$ cat src/common/pmsd_defs.svh
// Operation
// - Long power-key press or long joint gpio A+B assertion starts interruptible shutdown.
// - Shutdown pin falling edge or host halt request forces non-interruptible shutdown.
// - Watchdog miss, low system supply or over-temperature force non-interruptible shutdown.
// - Kill line falling edge always forces fast emergency shutdown.
// - Per-trigger style picks reverse sequencing or immediate jump to reset mode.
// - Shutdown source logged as key or pin flag; host clears by writing one.
// - User style one turns a long user press into a full power-on reset.
// - Aborted configuration read enters reset mode without logging any flag.
// - Shutdown asserts host reset first, then powers system down to slot zero.
// - Reset entry clears events; reset exit reloads configuration, keeps self power-up on fault.
// - Fault record and non-reloaded registers survive leaving reset mode.
// - Host reset low after cold start; optionally before host-requested power-down.
// - Request triggers self-clear; kill and shutdown pins must release before leaving reset.
// - Reset mode lasts at least the selected minimum hold duration.
// - Long press sets key flag and interrupt; shutdown after 1 s unless host clears.
// - Leaving reset waits for a good system supply above upper threshold.
// - Armed clock mode on power-down enters clock-keeping mode at sequencer slot zero.
// - Armed: supply fault, fault clock mode or low reference enter clock-keeping mode.
// - Clock-keeping ends on key, charger, tick, alarm or reference rise; core regulator on.
// - Unarmed, clock-keeping entry conditions other than supply fault lead to shipping mode with reduced wake set.
// - Download mode drives supply fault low until download done; second one on system enable request.
// - Download mode makes gpio A/B the fast port, gpio C the fault output, locked.
`ifndef PMSD_DEFS_SVH
`define PMSD_DEFS_SVH
`define PMSD_CLK_HZ 25000000
`define PMSD_LONG_MS 5000
`define PMSD_KEY_WAIT_MS 1000
`define PMSD_HOLD_STEP_MS 10
`define PMSD_LONG_CYC (`PMSD_LONG_MS * (`PMSD_CLK_HZ / 1000))
`define PMSD_WAIT_CYC (`PMSD_KEY_WAIT_MS * (`PMSD_CLK_HZ / 1000))
`define PMSD_STEP_CYC (`PMSD_HOLD_STEP_MS * (`PMSD_CLK_HZ / 1000))
`define PMSD_CNT_W 28
`define PMSD_NPIN 7
`define PMSD_PIN_KEY 0
`define PMSD_PIN_GPA 1
`define PMSD_PIN_GPB 2
`define PMSD_PIN_SHDN 3
`define PMSD_PIN_KILL 4
`define PMSD_PIN_CHG 5
`define PMSD_PIN_DLM 6
`define PMSD_PIN_IDLE 7'h19
`endif

$ cat src/common/pmsd_pkg.sv
package pmsd_pkg;
  typedef enum logic [3:0] {
    ST_START, ST_DL, ST_RUN, ST_KEYWAIT, ST_SD_HRST, ST_SD_SEQ, ST_RESET, ST_RTC, ST_DELIV
  } pmsd_state_t;
  typedef enum logic [1:0] {DEST_RESET, DEST_RTC, DEST_DELIV} pmsd_dest_t;
endpackage : pmsd_pkg

$ cat src/common/pmsd_pin_if.sv
`timescale 1ns/1ps
`include "pmsd_defs.svh"
interface pmsd_pin_if;
  logic [`PMSD_NPIN-1:0] raw;
  logic [`PMSD_NPIN-1:0] sync;
  logic [`PMSD_NPIN-1:0] fall;
  modport src (input raw, output sync, output fall);
  modport dst (output raw, input sync, input fall);
endinterface : pmsd_pin_if

$ cat src/design/pmsd_pins.sv
`timescale 1ns/1ps
`include "pmsd_defs.svh"
module pmsd_pins (
  input wire logic mclk,
  input wire logic sys_rst,
  pmsd_pin_if.src pins
);
  logic [`PMSD_NPIN-1:0] s1_q;
  logic [`PMSD_NPIN-1:0] s1_d;
  logic [`PMSD_NPIN-1:0] s2_q;
  logic [`PMSD_NPIN-1:0] s2_d;
  logic [`PMSD_NPIN-1:0] s3_q;
  logic [`PMSD_NPIN-1:0] s3_d;

  always_comb
  begin
    s1_d = pins.raw;
    s2_d = s1_q;
    s3_d = s2_q;
  end

  // Edges are taken from the second stage on, never the first
  // Stages keep sampling through reset so pin levels are valid as it lifts;
  // the edge stage tracks the second one then, so no edge comes out of reset
  always_ff @(posedge mclk)
  begin
    if (sys_rst)
    begin
      s1_q <= s1_d;
      s2_q <= s2_d;
      s3_q <= s2_d;
    end
    else
    begin
      s1_q <= s1_d;
      s2_q <= s2_d;
      s3_q <= s3_d;
    end
  end

  assign pins.sync = s2_q;
  assign pins.fall = s3_q & ~s2_q;
endmodule : pmsd_pins

$ cat src/design/pmsd_top.sv
`timescale 1ns/1ps
`include "pmsd_defs.svh"
module pmsd_top #(
  parameter int unsigned LONG_CYC = `PMSD_LONG_CYC,
  parameter int unsigned WAIT_CYC = `PMSD_WAIT_CYC,
  parameter int unsigned STEP_CYC = `PMSD_STEP_CYC
) (
  input wire logic mclk,
  input wire logic sys_rst,
  input wire logic power_key_n,
  input wire logic gpio_pin_a,
  input wire logic gpio_pin_b,
  input wire logic shutdown_pin_n,
  input wire logic fault_line_kill_n,
  input wire logic charger_wake,
  input wire logic dl_mode_pin,
  input wire logic wdg_expired,
  input wire logic supply_low,
  input wire logic over_temp,
  input wire logic supply_good,
  input wire logic ref_low,
  input wire logic ref_high,
  input wire logic rtc_tick,
  input wire logic rtc_alarm,
  input wire logic otp_abort,
  input wire logic vdd_start_fault,
  input wire logic seq_at_zero,
  input wire logic seq_sys_up,
  input wire logic host_pd_req,
  input wire logic sys_en_req,
  input wire logic download_done,
  input wire logic internal_sd_style,
  input wire logic host_sd_style,
  input wire logic user_sd_style,
  input wire logic host_reset_timing_sel,
  input wire logic [3:0] min_hold_duration,
  input wire logic clock_keep_arm,
  input wire logic clock_mode_on_powerdown,
  input wire logic clock_mode_on_fault,
  input wire logic halt_request_bit,
  input wire logic clr_key_flag,
  input wire logic clr_pin_flag,
  output logic host_reset_n,
  output logic interrupt_out_n,
  output logic supply_fault_out_n,
  output logic gpio_pin_c,
  output logic key_shutdown_flag,
  output logic pin_shutdown_flag,
  output logic core_regulator_en,
  output logic seq_down_req,
  output logic seq_fast_off,
  output logic por_req,
  output logic events_clear,
  output logic otp_reload,
  output logic keep_self_power_up,
  output logic two_wire_sel,
  output logic cfg_lock,
  output logic [3:0] mode_state
);
  localparam int W = `PMSD_CNT_W;

  pmsd_pin_if pins ();

  assign pins.raw = {dl_mode_pin, charger_wake, fault_line_kill_n, shutdown_pin_n,
                     gpio_pin_b, gpio_pin_a, power_key_n};

  pmsd_pins u_pins (
    .mclk(mclk),
    .sys_rst(sys_rst),
    .pins(pins)
  );

  logic key_s;
  logic pair_s;
  logic chg_s;
  logic dl_s;
  logic shdn_fall;
  logic kill_fall;
  logic pins_free;
  logic [W-1:0] hold_lim;

  assign key_s = ~pins.sync[`PMSD_PIN_KEY];
  assign pair_s = pins.sync[`PMSD_PIN_GPA] & pins.sync[`PMSD_PIN_GPB];
  assign chg_s = pins.sync[`PMSD_PIN_CHG];
  assign dl_s = pins.sync[`PMSD_PIN_DLM];
  assign shdn_fall = pins.fall[`PMSD_PIN_SHDN];
  assign kill_fall = pins.fall[`PMSD_PIN_KILL];
  assign pins_free = pins.sync[`PMSD_PIN_SHDN] & pins.sync[`PMSD_PIN_KILL];
  assign hold_lim = W'(min_hold_duration) * W'(STEP_CYC);

  // Long press detector, fires once per press
  logic [W-1:0] press_q;
  logic [W-1:0] press_d;
  logic long_q;
  logic long_d;

  always_comb
  begin
    press_d = press_q;
    long_d = 1'b0;
    if (!(key_s || pair_s))
      press_d = '0;
    else if (press_q < W'(LONG_CYC))
    begin
      press_d = press_q + W'(1);
      long_d = (press_q == W'(LONG_CYC - 1));
    end
  end

  always_ff @(posedge mclk)
  begin
    if (sys_rst)
    begin
      press_q <= '0;
      long_q <= 1'b0;
    end
    else
    begin
      press_q <= press_d;
      long_q <= long_d;
    end
  end

  logic halt_q;
  logic halt_d;

  // Non-interruptible trigger decode, in priority order
  logic f_go;
  logic f_fast;
  logic f_pin;
  logic f_halt;
  pmsd_pkg::pmsd_dest_t f_dest;

  always_comb
  begin
    f_go = 1'b1;
    f_fast = 1'b1;
    f_pin = 1'b0;
    f_halt = 1'b0;
    f_dest = pmsd_pkg::DEST_RESET;
    if (kill_fall)
      f_fast = 1'b1;
    else if (otp_abort)
      f_fast = 1'b1;
    else if (shdn_fall || halt_q)
    begin
      f_pin = shdn_fall;
      f_halt = 1'b1;
      f_fast = host_sd_style;
    end
    else if (wdg_expired || over_temp)
      f_fast = internal_sd_style;
    // supply fault parks in clock mode when armed
    else if (supply_low)
    begin
      f_fast = internal_sd_style;
      f_dest = clock_keep_arm ? pmsd_pkg::DEST_RTC : pmsd_pkg::DEST_RESET;
    end
    // unarmed entry goes to shipping mode
    else if (ref_low || clock_mode_on_fault)
    begin
      f_fast = internal_sd_style;
      f_dest = clock_keep_arm ? pmsd_pkg::DEST_RTC : pmsd_pkg::DEST_DELIV;
    end
    else
      f_go = 1'b0;
  end

  pmsd_pkg::pmsd_state_t state_q;
  pmsd_pkg::pmsd_state_t state_d;
  pmsd_pkg::pmsd_dest_t dest_q;
  pmsd_pkg::pmsd_dest_t dest_d;
  logic fast_q;
  logic fast_d;
  logic dl2_q;
  logic dl2_d;
  logic [W-1:0] cnt_q;
  logic [W-1:0] cnt_d;
  logic key_set;
  logic pin_set;
  logic halt_clr;
  logic por_d;
  logic evc_d;
  logic otp_d;
  logic keep_d;

  always_comb
  begin
    state_d = state_q;
    dest_d = dest_q;
    fast_d = fast_q;
    dl2_d = dl2_q;
    cnt_d = cnt_q;
    key_set = 1'b0;
    pin_set = 1'b0;
    halt_clr = 1'b0;
    por_d = 1'b0;
    evc_d = 1'b0;
    otp_d = 1'b0;
    keep_d = keep_self_power_up;
    case (state_q)
      pmsd_pkg::ST_START:
      begin
        if (supply_good)
          state_d = dl_s ? pmsd_pkg::ST_DL : pmsd_pkg::ST_RUN;
        dl2_d = 1'b0;
      end
      pmsd_pkg::ST_DL:
      begin
        if (download_done)
          state_d = pmsd_pkg::ST_RUN;
      end
      pmsd_pkg::ST_RUN, pmsd_pkg::ST_KEYWAIT:
      begin
        cnt_d = cnt_q + W'(1);
        if (f_go)
        begin
          state_d = pmsd_pkg::ST_SD_HRST;
          fast_d = f_fast;
          dest_d = f_dest;
          pin_set = f_pin;
          halt_clr = f_halt;
        end
        else if (state_q == pmsd_pkg::ST_KEYWAIT)
        begin
          // host cancel or 1 s timeout
          if (clr_key_flag)
            state_d = pmsd_pkg::ST_RUN;
          else if (cnt_q == W'(WAIT_CYC - 1))
          begin
            state_d = pmsd_pkg::ST_SD_HRST;
            dest_d = pmsd_pkg::DEST_RESET;
            fast_d = user_sd_style;
            por_d = user_sd_style;
          end
        end
        else if (seq_at_zero && host_pd_req && clock_mode_on_powerdown)
          state_d = clock_keep_arm ? pmsd_pkg::ST_RTC : pmsd_pkg::ST_DELIV;
        else if (long_q && !dl_s)
        begin
          key_set = 1'b1;
          cnt_d = '0;
          state_d = pmsd_pkg::ST_KEYWAIT;
        end
        else if (dl_s && sys_en_req && !dl2_q)
        begin
          dl2_d = 1'b1;
          state_d = pmsd_pkg::ST_DL;
        end
      end
      pmsd_pkg::ST_SD_HRST:
      begin
        state_d = pmsd_pkg::ST_SD_SEQ;
        halt_clr = 1'b1;
      end
      pmsd_pkg::ST_SD_SEQ:
      begin
        if (fast_q || seq_at_zero)
        begin
          cnt_d = '0;
          case (dest_q)
            pmsd_pkg::DEST_RTC: state_d = pmsd_pkg::ST_RTC;
            pmsd_pkg::DEST_DELIV: state_d = pmsd_pkg::ST_DELIV;
            default:
            begin
              state_d = pmsd_pkg::ST_RESET;
              evc_d = 1'b1;
            end
          endcase
        end
      end
      pmsd_pkg::ST_RESET:
      begin
        if (cnt_q < hold_lim)
          cnt_d = cnt_q + W'(1);
        // minimum hold, pins released, supply good
        else if (pins_free && supply_good)
        begin
          state_d = pmsd_pkg::ST_START;
          // reload, self power-up kept after start fault
          otp_d = 1'b1;
          keep_d = vdd_start_fault;
        end
      end
      pmsd_pkg::ST_RTC:
      begin
        if (key_s || chg_s || rtc_tick || rtc_alarm || ref_high)
        begin
          state_d = pmsd_pkg::ST_START;
          otp_d = 1'b1;
        end
      end
      pmsd_pkg::ST_DELIV:
      begin
        if (key_s || chg_s || ref_high)
        begin
          state_d = pmsd_pkg::ST_START;
          otp_d = 1'b1;
        end
      end
      default: state_d = pmsd_pkg::ST_START;
    endcase
  end

  // set wins over a host clear; never touched by reset exit
  logic key_d;
  logic pin_d;
  assign key_d = key_set | (key_shutdown_flag & ~clr_key_flag);
  assign pin_d = pin_set | (pin_shutdown_flag & ~clr_pin_flag);
  assign halt_d = halt_request_bit | (halt_q & ~halt_clr);

  // Outputs follow the next state so they line up with state_q
  logic run_d;
  logic hrst_d;
  logic sf_n_d;
  assign run_d = (state_d == pmsd_pkg::ST_RUN) || (state_d == pmsd_pkg::ST_KEYWAIT);
  // low from cold start, optionally ahead of host power-down
  assign hrst_d = run_d && seq_sys_up && !(host_reset_timing_sel && host_pd_req);
  assign sf_n_d = dl_s ? (state_d != pmsd_pkg::ST_DL) : ~supply_low;

  always_ff @(posedge mclk)
  begin
    if (sys_rst)
    begin
      state_q <= pmsd_pkg::ST_START;
      dest_q <= pmsd_pkg::DEST_RESET;
      fast_q <= 1'b0;
      dl2_q <= 1'b0;
      halt_q <= 1'b0;
      cnt_q <= '0;
      key_shutdown_flag <= 1'b0;
      pin_shutdown_flag <= 1'b0;
      host_reset_n <= 1'b0;
      interrupt_out_n <= 1'b1;
      supply_fault_out_n <= 1'b1;
      gpio_pin_c <= 1'b0;
      core_regulator_en <= 1'b1;
      seq_down_req <= 1'b0;
      seq_fast_off <= 1'b0;
      por_req <= 1'b0;
      events_clear <= 1'b0;
      otp_reload <= 1'b0;
      keep_self_power_up <= 1'b0;
      two_wire_sel <= 1'b0;
      cfg_lock <= 1'b0;
      mode_state <= 4'h0;
    end
    else
    begin
      state_q <= state_d;
      dest_q <= dest_d;
      fast_q <= fast_d;
      dl2_q <= dl2_d;
      halt_q <= halt_d;
      cnt_q <= cnt_d;
      key_shutdown_flag <= key_d;
      pin_shutdown_flag <= pin_d;
      host_reset_n <= hrst_d;
      interrupt_out_n <= ~key_d;
      supply_fault_out_n <= sf_n_d;
      // gpio C carries the fault output in download mode
      gpio_pin_c <= dl_s & sf_n_d;
      // core regulator off only in low-power modes
      core_regulator_en <= !(state_d == pmsd_pkg::ST_RTC || state_d == pmsd_pkg::ST_DELIV);
      seq_down_req <= (state_d == pmsd_pkg::ST_SD_SEQ) && !fast_d;
      seq_fast_off <= (state_d == pmsd_pkg::ST_SD_SEQ) && fast_d;
      por_req <= por_d;
      events_clear <= evc_d;
      otp_reload <= otp_d;
      keep_self_power_up <= keep_d;
      two_wire_sel <= dl_s;
      cfg_lock <= dl_s;
      mode_state <= state_d;
    end
  end

  AST_KILL_GO:
  assert property (@(posedge mclk) disable iff (sys_rst)
    (state_q == pmsd_pkg::ST_RUN && kill_fall) |=>
    (state_q == pmsd_pkg::ST_SD_HRST && fast_q && dest_q == pmsd_pkg::DEST_RESET))
  else $error("kill edge did not start fast shutdown");

  AST_SHDN_LOG:
  assert property (@(posedge mclk) disable iff (sys_rst)
    (state_q == pmsd_pkg::ST_RUN && shdn_fall && !kill_fall && !otp_abort) |=>
    (pin_shutdown_flag && state_q == pmsd_pkg::ST_SD_HRST))
  else $error("shutdown pin edge not logged or not acted on");

  AST_HRST_SEQ:
  assert property (@(posedge mclk) disable iff (sys_rst)
    (state_q == pmsd_pkg::ST_SD_HRST) |=> (state_q == pmsd_pkg::ST_SD_SEQ && !host_reset_n))
  else $error("host reset not held during power-down");

  AST_KEY_ENTRY:
  assert property (@(posedge mclk) disable iff (sys_rst)
    (state_q == pmsd_pkg::ST_KEYWAIT && $changed(state_q)) |->
    (key_shutdown_flag && !interrupt_out_n && cnt_q == '0))
  else $error("long press did not flag and interrupt");

  AST_KEY_CANCEL:
  assert property (@(posedge mclk) disable iff (sys_rst)
    (state_q == pmsd_pkg::ST_KEYWAIT && clr_key_flag && !f_go) |=>
    (state_q == pmsd_pkg::ST_RUN && !key_shutdown_flag))
  else $error("host clear did not cancel key shutdown");

  AST_ABORT_QUIET:
  assert property (@(posedge mclk) disable iff (sys_rst)
    (state_q == pmsd_pkg::ST_RUN && otp_abort && !kill_fall && !pin_shutdown_flag &&
     !key_shutdown_flag) |=> (!pin_shutdown_flag && !key_shutdown_flag && fast_q))
  else $error("aborted read logged a fault flag");

  AST_EV_CLEAR:
  assert property (@(posedge mclk) disable iff (sys_rst)
    (state_q == pmsd_pkg::ST_RESET && $changed(state_q)) |-> events_clear)
  else $error("events not cleared on reset entry");

  AST_PIN_HOLD:
  assert property (@(posedge mclk) disable iff (sys_rst)
    (state_q == pmsd_pkg::ST_RESET && !pins_free) |=> (state_q == pmsd_pkg::ST_RESET))
  else $error("left reset mode with a trigger pin still low");

  AST_CORE_OFF:
  assert property (@(posedge mclk) disable iff (sys_rst)
    (state_q == pmsd_pkg::ST_RTC || state_q == pmsd_pkg::ST_DELIV) |-> !core_regulator_en)
  else $error("core regulator on in a low-power mode");

  AST_DL_REQ:
  assert property (@(posedge mclk) disable iff (sys_rst)
    (state_q == pmsd_pkg::ST_DL && dl_s) |-> (!supply_fault_out_n && !gpio_pin_c))
  else $error("download request not driven");
endmodule : pmsd_top

$ cat config.mk
export PLATFORM = sky130hd
export DESIGN_NAME = pmsd_top
export DESIGN_NICKNAME = d
export VERILOG_FILES = /design/src/common/pmsd_pkg.sv /design/src/common/pmsd_pin_if.sv /design/src/design/pmsd_pins.sv /design/src/design/pmsd_top.sv
export VERILOG_INCLUDE_DIRS = /design/src /design/src/common
export SDC_FILE = /design/constraint.sdc
export NUM_CORES = 1
export LEC_CHECK = 0
export BUFFER_PORTS_ARGS = -buffer_cell sky130_fd_sc_hd__buf_4
export CAP_MARGIN = 30
export CORE_MARGIN = 10
export CORE_UTILIZATION = 50
export CTS_BUF_LIST = sky130_fd_sc_hd__clkbuf_16
export CTS_CLUSTER_DIAMETER = 30
export CTS_CLUSTER_SIZE = 12
export DETAILED_ROUTE_END_ITERATION = 7
export MAX_ROUTING_LAYER = met4
export PLACE_DENSITY = 0.69
export SETUP_SLACK_MARGIN = 0.02
export SLEW_MARGIN = 20
export SYNTH_ARGS = -nofsm -noshare
export SYNTH_HDL_FRONTEND = slang
export SYNTH_SLANG_ARGS = --single-unit
$ cat constraint.sdc
create_clock -name mclk -period 5.45 [get_ports mclk]
set_input_delay 0.545 -clock mclk [delete_from_list [all_inputs] [get_ports mclk]]
set_output_delay 0.545 -clock mclk [all_outputs]
set_load 0.05 [all_outputs]
==> impl_metrics.ini, run 1 <==
[outcome]
status = completed

[die]
ios = 57
die_h_um = 125
start_util_pct = 51.2
die-area_sq_mm = 0.0157
rows = 38
core-area_sq_mm = 0.0108
die_w_um = 125

[pwr]
vdd_drop_max_mv = 0.242
p_leak_nw = 2.50
total_power_mw = 1.68
p_per_area_mw_per_mm2 = 266

[setup_path]
critPathTopFamily = compound AO/OA/AOI/OAI gates
critical_path.max_fanout = 15
crit_buf_inv = 4
cp_cell_sequence = buf_4, fa_1, inv_1, fa_1, inv_1, ha_1, a21o_1, a21oi_1, o21ai_0, a21oi_1, xor2_1, ha_1, a2111oi_4, nand3b_1, a21oi_2, o2111ai_4, buf_4, a211oi_2, xnor2_1, nor2_2
cpMaxStageDelayCell = fa_1
critPathKind = in -> reg
crit_arrival_ns = 5.20
cpPeakStageDelay_ns = 0.56
start_kind = primary input
cp.required_ns = 5.67
cp-end-kind = flop
r2r_start = state_q[0]
setup.worst_path.start = min_hold_duration[1]

[final_layout]
drive_gt1_share_pct = 19.9
synthToLayoutAreaGrowth_pct = 14.2
num_antenna_cells = 0
fin_nets = 749
final_cell_area_sq_mm = 0.00634
fill_cells = 976

[synthesis]
ys_types = 73
synth_xor_area_share_pct = 8.36
synth-simple-area-share_pct = 24.0
synth_top_area_cell = dfxtp_1
synth_top_family_by_area = simple AND/OR/NAND/NOR gates
muxShareOfSynthArea_pct = 0.766
syn_avg_cell_area_sq_um = 8.97
synth-compound-area-share_pct = 16.5
synth_flop_cell = dfxtp_1
ys_seq_area_share_pct = 34.6
synth_top_area_share_pct = 34.6
synth-adder-area-share_pct = 10.4
postSynth.asyncResetShare_pct = 0
synth_area_sq_mm = 0.00555
ys_warn_count = 0
synth-edff-count = 0
synthCells = 619
syn-num-nets = 700
synthTopCellsByArea = dfxtp_1 35%, ha_1 8.6%, nor2_1 4.8%
ys_seq_elements = 96

[clocking]
numCtsBuffers = 9
cts-root-buf = clkbuf_16
cts_tree = built
post-cts-setup-buffers = 0
htree_levels = 3
cts_hold_buf = 0
path_clk_slew_ns = 0.07
cts.sinks = 96
cts-resized-gates = 0
cts_buffer_depth = 2
clk_latency_ns = 0.35

[routing]
highest_layer = met4
firstDrtPassIters = 6
wl_per_cell_um = 15.8
wl_met1_um = 5890
vias = 4530
drtIter0Drc = 434
drc = 0
final_antenna_net_count = 0
wl_met2_um = 6260
routed_wl_um = 12800
dr_wl_met3_um = 503
viasPerCell = 5.57

[sta]
whs_ns = 0.294
hold_viol_final = 0
grt_setup_unrepaired = no
worst_slew_pin_slew_ns = 0.891
finalCriticalPeriod_ns = 4.97
setup-tns-final_ns = 0
finalWorstSetupSlack_ns = 0.477
setup_viol = 0
finalMaxSlewViolations = 0
slew_headroom_pct = 40.6
fmax_ghz = 0.201
finClkSkew_ns = 0.00535
period_share_pct = 91.2

[placement]
hpwl_um = 9790
routabilityCongestion = 0.919
dp_slack_ns = 0.181
dpl_cell_area_sq_mm = 0.00604
port_buffers = 56

[run]
cap_violations = 0

[grt]
first_global_vias = 4633
grt_max_degree = 30
grt_first_pass_wirelength_um = 22000
grt-ovfl-total = 0
grt_antenna_before_repair = 0
grt_usage_pct = 16.8

[hold_path]
hold_start = power_key_n
hold_path_class = in -> reg
-- cells in the mapped netlist (9+ instances only) --
library cell and count:
nand4_1 12, nor2_1 71, ha_1 38, dfxtp_1 96
nor2b_1 10, nor3_1 9, nand3_1 26, xnor2_1 29
a21oi_1 32, inv_1 39, xor2_1 24, and3_1 17
nor2_2 15, a211oi_2 18, o21ai_0 17, nand2_1 36
-- flip-flops by register name, indices dropped and copies added (netlist names), 2 cells and up --
name	flops
press_q	28
cnt_q	28
u_pins.pins.sync	7
dest_q	2
state_q	4
u_pins.s1_q	7
u_pins.s3_q	2
-- final timing paths --
| path | cells after the start | endpoint | slack [ns] |
|---|---|---|---|
| hold / removal | 1 | u_pins.s1_q[0] | 0.29 |
| setup reg to reg | 8 | cnt_q[18] | 2.63 |
| setup / recovery | 20 | cnt_q[19] | 0.48 |
| hold reg to reg | 0 | u_pins.pins.sync[6] | 0.32 |
-- area by class of cell --
class	count	area, sq um	share of cell area (%)
multi-input combinational	461	3340	52.6
sequential	96	1920	30.3
timing repair buffer	61	458	7.22
clock buffer	9	225	3.55
tap	140	175	2.76
inverter	39	146	2.31
clock inverter	7	77.6	1.22
-- stage by stage --
step / instances / util (%)
after floorplan: 619 / -
after global placement: 797 / 55.7
after detailed placement: 797 / 55.7
after CTS: 813 / 58.5
after global routing: 813 / 58.5
final: 813 / 58.5
-- cell usage in the layout (no fill, tap or decap), types with 8 or more instances in the layout --
cell type,instances
dfxtp_1,96
nor2_1,71
buf_4,61
inv_1,39
ha_1,38
nand2_1,36
a21oi_1,32
xnor2_1,29
nand3_1,26
xor2_1,24
a211oi_2,18
o21ai_0,17
and3_1,17
nor2_2,15
nand4_1,12
nor2b_1,10
nor3_1,9
clkbuf_16,9
a21o_1,8
and4_1,8
-- cells by family after synthesis --
kind of cell | after synthesis
AO/OA/AOI/OAI | 115
buffers and inverters | 62
multiplexers | 4
flip-flops | 96
XOR/XNOR | 53
adder cells (fa/ha/maj) | 43
AND/OR/NAND/NOR | 246
-- metal layers --
layer / GRT usage [%] / vias up
met5: - / -
met4: 4.47 / 0
met3: 4.22 / 15
met2: 27.6 / 84
met1: 20.2 / 2164
li1: - / 2267
-- report_power, final --
| group | total (mW) | internal (mW) | switching, mW |
|---|---|---|---|
| clock | 0.644 | 0.360 | 0.284 |
| combinational | 0.295 | 0.117 | 0.178 |
| sequential | 0.747 | 0.720 | 0.0264 |
| total | 1.68 | 1.20 | 0.488 |
(Power assumes the default switching activity.)
==> run 2: changes to the inputs <==
--- a/config.mk
+++ b/config.mk
@@ -10,3 +10,2 @@
 export CAP_MARGIN = 30
-export CORE_MARGIN = 10
 export CORE_UTILIZATION = 50
@@ -22,2 +21,3 @@
 export SYNTH_HDL_FRONTEND = slang
+export SYNTH_HIERARCHICAL = 1
 export SYNTH_SLANG_ARGS = --single-unit
--- a/constraint.sdc
+++ b/constraint.sdc
@@ -3,2 +3,2 @@
 set_output_delay 0.545 -clock mclk [all_outputs]
-set_load 0.05 [all_outputs]
+set_load 0.02 [all_outputs]
==> run 2 against run 1 <==
Critical path depth fell by 1. Sequential cell count did not move. Synthesized cell count rose by 3.2%. Final area fell by 2.1%. Maximum frequency rose by 3.5%. Hold slack improved by 0.0018 ns. Setup slack improved by 0.17 ns. Core utilization rose by 1.4 points. Critical endpoint is now cnt_q[26].
==> impl_metrics.ini, run 2 <==
[setup_path]
start_kind = primary input
r2r_slack_ns = 2.12
critical_path.max_fanout = 10
critPathKind = in -> reg
cp.required_ns = 5.73
cp-end-kind = flop
crit_arrival_ns = 5.08

[clocking]
cts_hold_buf = 0
post-cts-setup-buffers = 0
numCtsBuffers = 9
cts_buffer_depth = 2
cts-resized-gates = 0
clk_latency_ns = 0.34
htree_levels = 3
cts_tree = built
cts-root-buf = clkbuf_16
cts.sinks = 96
path_clk_slew_ns = 0.07

[placement]
dp_cells = 810
hpwl_um = 9260
dp_slack_ns = 0.350
dpl_cell_area_sq_mm = 0.00591
port_buffers = 56
routabilityCongestion = 0.878

[final_layout]
fill_cells = 909
final_cell_area_sq_mm = 0.00621
num_antenna_cells = 0
finalCoreUtilization_pct = 59.9
fin_nets = 766
layoutNonFillerInstCount = 826
synthToLayoutAreaGrowth_pct = 15.1
final_cell_mix = 96 x dfxtp_1, 62 x nor2_1, 59 x buf_4, 58 x a21oi_1, 57 x nand2_1
drive_gt1_share_pct = 13.5
reg_top3 = cnt_q x28, press_q x28
mostFrequentLayoutCell = dfxtp_1

[grt]
grt_usage_pct = 23.6
first_global_vias = 4461
grt_antenna_before_repair = 0
grt-ovfl-total = 0
grt_max_degree = 27
grt_first_pass_wirelength_um = 20700

[routing]
drc = 0
viasPerCell = 5.70
vias = 4708
routed_wl_um = 12300
firstDrtPassIters = 4
drtIter0Drc = 265
wl_per_cell_um = 14.8
final_antenna_net_count = 0

[sta]
finalWorstSetupSlack_ns = 0.646
finalCriticalPeriod_ns = 4.80
slew_headroom_pct = 33.7
hold_viol_final = 0
period_share_pct = 88.2
setup-tns-final_ns = 0
finClkSkew_ns = 0.00875
fmax_ghz = 0.208
finalMaxSlewViolations = 0
whs_ns = 0.296
grt_setup_unrepaired = no
setup_viol = 0
worst_slew_pin_slew_ns = 0.981

[pwr]
p_leak_nw = 2.42
p_per_area_mw_per_mm2 = 259
vdd_drop_max_mv = 0.177
total_power_mw = 1.61

[synthesis]
syn-num-nets = 720
syn_avg_cell_area_sq_um = 8.44
synth_area_sq_mm = 0.00539
ys_warn_count = 6
synthCells = 639

[die]
start_util_pct = 52.0
die_w_um = 106
ios = 57
rows = 37
die_h_um = 106
core-area_sq_mm = 0.0104
die-area_sq_mm = 0.0112

[hold_path]
hold_path_class = in -> reg

[run]
cap_violations = 0

[outcome]
status = completed
[run 2: final timing paths]
check / from / cells after the start / end
worst min-delay path: charger_wake / 1 / u_pins/s1_q[5]
worst max register to register: state_q[1] / 6 / cnt_q[27]
worst min register to register: u_pins/s1_q[1] / 0 / u_pins/pins.sync[1]
worst max-delay path: min_hold_duration[1] / 19 / cnt_q[26]
[run 2: cell type report]
class / count / area, sq um / area share (%)
multi-input cells: 489 / 3260 / 52.5
flip-flops and latches: 96 / 1920 / 31.0
repair buffers: 59 / 443 / 7.14
clock buffers: 9 / 225 / 3.63
well taps: 136 / 170 / 2.74
inverters: 30 / 113 / 1.81
clock inverters: 7 / 72.6 / 1.17
[run 2: metal layers]
| layer | track usage (%) | part of all wire [%] | vias to the layer above | routed length (um) |
|---|---|---|---|---|
| li1 | - | - | 2383 | - |
| met1 | 30.4 | 46 | 2189 | 5680 |
| met2 | 37.7 | 47 | 120 | 5800 |
| met3 | 4.51 | 4.9 | 16 | 602 |
| met4 | 6.55 | 1.5 | 0 | 184 |
| met5 | - | 0 | - | 0 |
[run 2: power by group]
| part | total [mW] | internal [mW] | switching (mW) |
|---|---|---|---|
| clock | 0.626 | 0.324 | 0.302 |
| sequential | 0.740 | 0.718 | 0.0220 |
| combinational | 0.239 | 0.106 | 0.133 |
[run 2: worst max-delay path, cell delays in order]
cell and delay [ns]:
buf_4 0.14, fa_1 0.56, inv_1 0.06, fa_1 0.49, inv_1 0.04, ha_1 0.32
a21o_1 0.17, a21oi_1 0.21, o21ai_0 0.12, a21oi_1 0.20, xor2_1 0.09, ha_1 0.35
nand2_1 0.09, nor4_1 0.33, nand3_1 0.27, o2111ai_2 0.51, nand2_1 0.20, a31o_2 0.29
a21oi_1 0.11
